**src/logic/idpm_pkg.sv**
```systemverilog
// Constants, register map and shared helpers of the priority map block
package idpm_pkg;

	// ****************************************************************
	// Map geometry
	// ****************************************************************
	localparam int MAP_BITS = 128;
	localparam int MAP_REGS = 16;
	localparam int FIELD_W = 2;
	localparam int FIELDS_PER_REG = 4;
	localparam int CODE_W = 6;
	localparam int CODE_MSB = 7;
	localparam int CODE_LSB = 2;

	// ****************************************************************
	// Register offsets and reset values
	// ****************************************************************
	localparam logic [7:0] MAP_BASE = 8'h60;
	localparam logic [7:0] IP_CLASS_PRIO_MAP_0 = 8'h60;
	localparam logic [7:0] IP_CLASS_PRIO_MAP_1 = 8'h61;
	localparam logic [7:0] IP_CLASS_PRIO_MAP_2 = 8'h62;
	localparam logic [7:0] IP_CLASS_PRIO_MAP_3 = 8'h63;
	localparam logic [7:0] IP_CLASS_PRIO_MAP_4 = 8'h64;
	localparam logic [7:0] IP_CLASS_PRIO_MAP_5 = 8'h65;
	localparam logic [7:0] IP_CLASS_PRIO_MAP_6 = 8'h66;
	localparam logic [7:0] MAP_LAST = 8'h6f;
	localparam logic [7:0] MAP_RESET = 8'h00;
	localparam logic [7:0] UNMAPPED_READ = 8'h00;
	localparam logic [1:0] PRIO_RESET = 2'h0;

	// ****************************************************************
	// Helpers
	// ****************************************************************
	// Six-bit code taken from a TOS or traffic-class byte
	function automatic logic [CODE_W-1:0] idpm_code_of(
		input logic [7:0] tc_byte
	);
		idpm_code_of = tc_byte[CODE_MSB:CODE_LSB];
	endfunction : idpm_code_of

	// Register index of a byte offset inside the map window
	function automatic logic [3:0] idpm_reg_index(
		input logic [7:0] addr
	);
		logic [7:0] diff;
		diff = addr - MAP_BASE;
		idpm_reg_index = diff[3:0];
	endfunction : idpm_reg_index

	// Offset lies inside the map window
	function automatic logic idpm_in_map(
		input logic [7:0] addr
	);
		idpm_in_map = (addr >= MAP_BASE) && (addr <= MAP_LAST);
	endfunction : idpm_in_map

endpackage : idpm_pkg

```
**src/logic/idpm_field_select.sv**
```systemverilog
// Selects the two-bit map field addressed by a differentiated-services byte
`timescale 1ns/1ns
module idpm_field_select
	import idpm_pkg::*;
(
	// Map contents, field of code n at bits 2n+1:2n
	input wire logic [MAP_BITS-1:0] map_bits,
	// Byte from the IP header
	input wire logic [7:0] tc_byte,
	// Selected field
	output logic [FIELD_W-1:0] field
);

	// ****************************************************************
	// Decode
	// ****************************************************************
	wire logic [CODE_W-1:0] code;
	wire logic [CODE_W:0] bit_pos;

	// Low two bits of the byte take no part in the code
	assign code = idpm_code_of(tc_byte);
	assign bit_pos = {code, 1'b0};
	// Code 0 lands on bits 1-0 of the first register, rising linearly
	assign field = map_bits[bit_pos +: FIELD_W];

endmodule : idpm_field_select

```
**src/logic/idpm_top.sv**
```systemverilog
// Priority map registers and per-frame priority lookup
//
// Overview of operation
// - Hold 128-bit map of sixty-four two-bit fields
// - Same lookup for IPv4 TOS, IPv6 class
// - Decode byte bits 7-2 into 64 codes
// - Priority equals field selected by the code
// - Code 0x00 selects bits 1-0 at 0x60
// - Four codes per byte, ascending bit pairs
// - Consecutive offsets each span 0x10 byte values
// - Map continues linearly, 0x6C at 0x66 bits 7-6
// - Fields read/write, reset to 00
`timescale 1ns/1ns
module idpm_top
	import idpm_pkg::*;
(
	// Clock and reset
	input wire logic mclk,
	input wire logic rst_n,
	// Register port
	input wire logic [7:0] reg_addr,
	input wire logic reg_wr,
	input wire logic reg_rd,
	input wire logic [7:0] reg_wdata,
	output logic [7:0] reg_rdata,
	output logic reg_ack,
	output logic reg_err,
	// Frame classification request
	input wire logic cls_valid,
	input wire logic cls_is_ip,
	input wire logic [7:0] cls_tc_byte,
	input wire logic [1:0] cls_default_prio,
	// Classification answer
	output logic prio_valid,
	output logic [1:0] prio_value,
	output logic prio_from_map
);

	// ****************************************************************
	// Reset release
	// ****************************************************************
	logic rst_meta_reg;
	logic rst_sync_reg;

	always_ff @(posedge mclk or negedge rst_n) begin
		if (!rst_n) begin
			rst_meta_reg <= 1'b0;
		end else begin
			rst_meta_reg <= 1'b1;
		end
	end

	// Only the second stage is used by the rest of the block
	always_ff @(posedge mclk or negedge rst_n) begin
		if (!rst_n) begin
			rst_sync_reg <= 1'b0;
		end else begin
			rst_sync_reg <= rst_meta_reg;
		end
	end

	wire logic rst_int_n;
	assign rst_int_n = rst_sync_reg;

	// ****************************************************************
	// Address decode
	// ****************************************************************
	wire logic addr_hit;
	wire logic [3:0] addr_idx;
	wire logic wr_hit;
	wire logic rd_hit;
	wire logic access;

	// One byte register per offset, 0x60 upward without gaps
	assign addr_hit = idpm_in_map(reg_addr);
	assign addr_idx = idpm_reg_index(reg_addr);
	assign wr_hit = reg_wr && addr_hit;
	assign rd_hit = reg_rd && addr_hit;
	assign access = reg_wr || reg_rd;

	// ****************************************************************
	// Map storage
	// ****************************************************************
	logic [7:0] map_reg [MAP_REGS];
	logic [7:0] map_next [MAP_REGS];
	wire logic [MAP_BITS-1:0] map_flat;
	// One write enable per register
	wire logic [MAP_REGS-1:0] wr_sel;

	genvar gi;
	generate
		for (gi = 0; gi < MAP_REGS; gi++) begin : g_map
			assign wr_sel[gi] = wr_hit && (addr_idx == 4'(gi));
			// Software write replaces the whole byte of four fields
			assign map_next[gi] = wr_sel[gi] ?
				reg_wdata : map_reg[gi];

			always_ff @(posedge mclk or negedge rst_int_n) begin
				if (!rst_int_n) begin
					map_reg[gi] <= MAP_RESET;
				end else begin
					map_reg[gi] <= map_next[gi];
				end
			end

			// Register n holds codes 4n..4n+3 in ascending bit pairs
			assign map_flat[gi*8 +: 8] = map_reg[gi];
		end
	endgenerate

	// ****************************************************************
	// Register read side
	// ****************************************************************
	logic [7:0] rdata_reg;
	logic ack_reg;
	logic err_reg;
	wire logic [7:0] rd_sel;
	wire logic [7:0] rdata_next;
	wire logic ack_next;
	wire logic err_next;

	// Reads see the value before a write in the same cycle
	assign rd_sel = map_reg[addr_idx];
	// Read data holds until the next read
	assign rdata_next = rd_hit ? rd_sel :
		(reg_rd ? UNMAPPED_READ : rdata_reg);
	assign ack_next = access;
	// Offsets outside the map are answered but flagged
	assign err_next = access && !addr_hit;

	always_ff @(posedge mclk or negedge rst_int_n) begin
		if (!rst_int_n) begin
			rdata_reg <= MAP_RESET;
		end else begin
			rdata_reg <= rdata_next;
		end
	end

	always_ff @(posedge mclk or negedge rst_int_n) begin
		if (!rst_int_n) begin
			ack_reg <= 1'b0;
		end else begin
			ack_reg <= ack_next;
		end
	end

	always_ff @(posedge mclk or negedge rst_int_n) begin
		if (!rst_int_n) begin
			err_reg <= 1'b0;
		end else begin
			err_reg <= err_next;
		end
	end

	// ****************************************************************
	// Frame lookup
	// ****************************************************************
	wire logic [FIELD_W-1:0] map_field;

	// TOS and traffic-class bytes share one path, no version split
	idpm_field_select u_select (
		.map_bits(map_flat),
		.tc_byte(cls_tc_byte),
		.field(map_field)
	);

	logic pvalid_reg;
	logic [1:0] pvalue_reg;
	logic pmap_reg;
	wire logic map_used;
	wire logic pvalid_next;
	wire logic [1:0] pvalue_next;
	wire logic pmap_next;

	// Frames without an IP header keep the priority from elsewhere
	assign map_used = cls_valid && cls_is_ip;
	assign pvalid_next = cls_valid;
	assign pvalue_next = !cls_valid ? pvalue_reg :
		(cls_is_ip ? map_field : cls_default_prio);
	assign pmap_next = map_used;

	// Answer one cycle after each request
	always_ff @(posedge mclk or negedge rst_int_n) begin
		if (!rst_int_n) begin
			pvalid_reg <= 1'b0;
		end else begin
			pvalid_reg <= pvalid_next;
		end
	end

	always_ff @(posedge mclk or negedge rst_int_n) begin
		if (!rst_int_n) begin
			pvalue_reg <= PRIO_RESET;
		end else begin
			pvalue_reg <= pvalue_next;
		end
	end

	always_ff @(posedge mclk or negedge rst_int_n) begin
		if (!rst_int_n) begin
			pmap_reg <= 1'b0;
		end else begin
			pmap_reg <= pmap_next;
		end
	end

	// ****************************************************************
	// Outputs
	// ****************************************************************
	// Every output is a flop with no logic after it
	assign reg_rdata = rdata_reg;
	assign reg_ack = ack_reg;
	assign reg_err = err_reg;
	assign prio_valid = pvalid_reg;
	assign prio_value = pvalue_reg;
	assign prio_from_map = pmap_reg;

endmodule : idpm_top

```
**config.mk**
```make
export PLATFORM = sky130hd
export DESIGN_NAME = idpm_top
export DESIGN_NICKNAME = d
export VERILOG_FILES = /design/src/logic/idpm_pkg.sv /design/src/logic/idpm_field_select.sv /design/src/logic/idpm_top.sv
export SDC_FILE = /design/constraint.sdc
export NUM_CORES = 1
export LEC_CHECK = 0
export BUFFER_PORTS_ARGS = -buffer_cell sky130_fd_sc_hd__buf_2
export CORE_AREA = 2 2 116 118
export DETAILED_ROUTE_END_ITERATION = 6
export DIE_AREA = 0 0 118 120
export PLACE_DENSITY = 0.84
export SLEW_MARGIN = 15
export SYNTH_ARGS = -nofsm -noshare
export SYNTH_HDL_FRONTEND = slang
export SYNTH_SLANG_ARGS = --single-unit
```
**constraint.sdc**
```tcl
create_clock -name mclk -period 5.7 [get_ports mclk]
set_input_delay 0.57 -clock mclk [delete_from_list [all_inputs] [get_ports mclk]]
set_output_delay 0.57 -clock mclk [all_outputs]
set_load 0.005 [all_outputs]
```
==> flow_metrics.py <==
metrics = {
    "status": {
        "outcome": "completed",
    },
    "logic_synthesis": {
        "yosysTopAreaCell": "dfrtp_1",
        "synth_cells": 496,
        "post_synth_num_cell_types": 45,
        "yosysWarnings": 0,
        "ys_seq_area_share_pct": 47.5,
        "netlist.area_leader.share_pct": 47.5,
        "avgSynthCellArea_um2": 15.3,
        "async_reset_ff_share_pct": 100,
        "synthTopCellsByArea": "dfrtp_1, mux2_2, mux4_2, mux4_1, mux2i_1",
        "synth-edff-count": 0,
        "ys_ff_latch": 144,
        "syn_nets": 528,
        "ys.flop_type": "dfrtp_1",
        "synth_area_um2": 7590,
    },
    "global_route": {
        "overflow": 0,
        "grt_max_degree": 78,
        "grt.total_usage_pct": 27.0,
        "grt_pass1_wl_um": 28300,
        "grt_antenna_before_repair": 0,
        "globalRouteMet1Util_pct": 34.3,
        "use_met3_pct": 7.32,
        "met2_usage_pct": 44.0,
        "grt-busiest-layer": "met2",
        "grt_pass1_vias": 5023,
    },
    "finish": {
        "area_growth_pct": 10.8,
        "seqCellArea_um2": 3610,
        "layout.nets": 557,
        "final_cell_area_um2": 8410,
        "antennaDiodeCount": 0,
        "largest_reg_flops": 128,
        "multi_input_area_um2": 3710,
        "fillers": 896,
        "drive_above_1_share_pct": 52.0,
    },
    "route": {
        "vias": 4692,
        "viasPerCell": 6.57,
        "wl_per_cell_um": 24.7,
        "drt_wl_total_um": 17600,
        "drtIter0Drc": 419,
        "ant_nets": 0,
        "drc_errors": 0,
        "drtPass1Iterations": 7,
    },
    "clock_tree": {
        "post-cts-setup-buffers": 0,
        "cts_buffer_depth": 2,
        "cts_tree": "yes",
        "path_clk_slew_ns": 0.06,
        "clock_latency_ns": 0.43,
        "cts_htree_levels": 4,
        "ctsResizeCount": 0,
        "cts-root-buf": "clkbuf_16",
        "hold_buffers": 1,
        "cts_buffers": 17,
        "cts_sinks": 144,
    },
    "timing": {
        "rsz0062_at_grt": "false",
        "setup_viol": 0,
        "tightest_slew_ns": 1.06,
        "hold_violations": 0,
        "tns_ns": 0,
        "max_freq_mhz": 379,
        "slew_headroom_pct": 29.4,
        "period_minus_slack_ns": 2.64,
        "fin_crit_sh_pct": 46.3,
        "fin_worst_skew_ns": 0.00949,
        "slew_violations": 0,
    },
    "floorplanning": {
        "io_pins": 46,
        "die_x_um": 118,
        "coreArea_um2": 13000,
        "num_rows": 42,
        "start_util_pct": 58.5,
        "dieHeight_um": 120,
        "die_area_um2": 14200,
    },
    "power": {
        "ir_drop_mv": 0.236,
        "p_per_area_nw_per_um2": 287,
        "total_power_w": 0.00242,
        "power_leakage_nw": 3.86,
    },
    "min_path": {
        "hp-class": "input pin to register",
    },
    "critical_path": {
        "cp-endpoint": "prio_value[1]",
        "rr_startpoint": "map_flat[13]",
        "setup.worst_path.start_class": "input pin",
        "critPathMaxFanout": 35,
        "endpoint_kind": "register",
        "worstRegToRegCells": 5,
        "reg2reg_to": "prio_value[1]",
        "arrival_ns": 2.95,
        "r2r_slack_ns": 3.65,
        "cp-startpoint": "cls_tc_byte[2]",
        "crit_required_ns": 6.01,
        "critPathKind": "input pin to register",
    },
    "place": {
        "dpl_cell_area_um2": 7820,
        "numPortBuffers": 43,
        "gp_congestion": 0.843,
        "dp_hpwl_um": 11700,
    },
    "run": {
        "maxCapViolations": 0,
    },
}
## synthesized netlist by cell type (2+ instances only)
master and number:
or4_1 2, o2111ai_1 2, nand3_1 6, mux4_2 61, o21ai_0 11, a2111oi_0 2
dfrtp_1 144, nand2_1 20, buf_2 6, and2_1 2, buf_4 7, inv_1 11
buf_6 5, nor3_1 3, a311oi_1 2, nor2_1 7, mux2_2 128, clkbuf_1 15
nand4_1 2, nor2b_1 2, mux2i_1 12, nand2b_1 3, nand4b_1 4, mux4_1 8
mux2_1 2, nor2_2 6, nor3_2 3, nand3b_1 3
## worst min path at each step
| stage | from | to | slack, ns | cells after the start |
|---|---|---|---|---|
| finish | cls_valid | prio_valid | 0.32 | 1 |
| global route | cls_valid | prio_valid | 0.31 | 1 |
| CTS | cls_valid | prio_valid | 0.31 | 1 |
| detailed placement | rst_meta_reg | rst_int_n | 0.34 | 0 |
| global placement | rst_meta_reg | rst_int_n | 0.34 | 0 |
| floorplan | rst_n | rst_int_n | 0.27 | 0 |
## per-stage QoR
stage	hold WS [ns]	worst slack, ns	utilization, %	instances
final	0.325	3.06	64.8	714
after global routing	0.310	2.90	64.8	714
after CTS	0.306	3.07	64.8	714
after detailed placement	0.337	2.63	60.2	681
after global placement	0.341	2.67	60.2	681
after floorplan	0.274	1.39	-	496
## placed cells by master, fill, tap and decap left out, drive strengths merged, types with 6 or more instances in the layout
master / netlist / routed
mux2i: 12 / 12
clkbuf: 16 / 18
nor2: 13 / 13
mux4: 69 / 69
inv: 11 / 12
buf: 20 / 45
o21ai: 11 / 11
mux2: 130 / 130
clkinv: 1 / 8
nand3: 6 / 6
nand2: 20 / 20
dfrtp: 144 / 144
nor3: 6 / 6
## report_power, final
group / switching, W / total (W) / internal, W
Combinational: 0.000106 / 0.000216 / 0.000111
Sequential: 0.0000457 / 0.00112 / 0.00107
Clock: 0.000432 / 0.00108 / 0.000652
Total: 0.000583 / 0.00242 / 0.00183
## critical path: stages
cell,delay [ns]
buf_2,0.77
mux4_2,0.64
mux2i_1,0.18
or3b_1,0.15
o2111ai_1,0.10
or4_1,0.52
## cell type report
type                       instances  area share [%]
clock inverter                    14            1.68
clock buffer                      18            5.22
timing repair buffer              46            2.86
tap                              176            2.62
multi-input combinational        304            44.2
sequential                       144            42.9
inverter                          12           0.536
## metal layers
layer  vias to the layer above  part of all wire (%)
li1                       1966                     -
met1                      2475                    39
met2                       217                    50
met3                        34                   7.8
met4                         0                   2.8
met5                         -                     0
## cell families (layout without fill, tap and decap cells)
| logic type | count (synthesis) | count (layout) | share of synthesized area [%] |
|---|---|---|---|
| other cells | 1 | 1 | 0.0494 |
| flops | 144 | 144 | 47.5 |
| buf+inv | 48 | 90 | 3.58 |
| simple gates | 71 | 71 | 5.32 |
| compound gates | 21 | 21 | 1.83 |
| mux | 211 | 211 | 41.7 |
No activity file was read; power rests on OpenSTA's default activity.
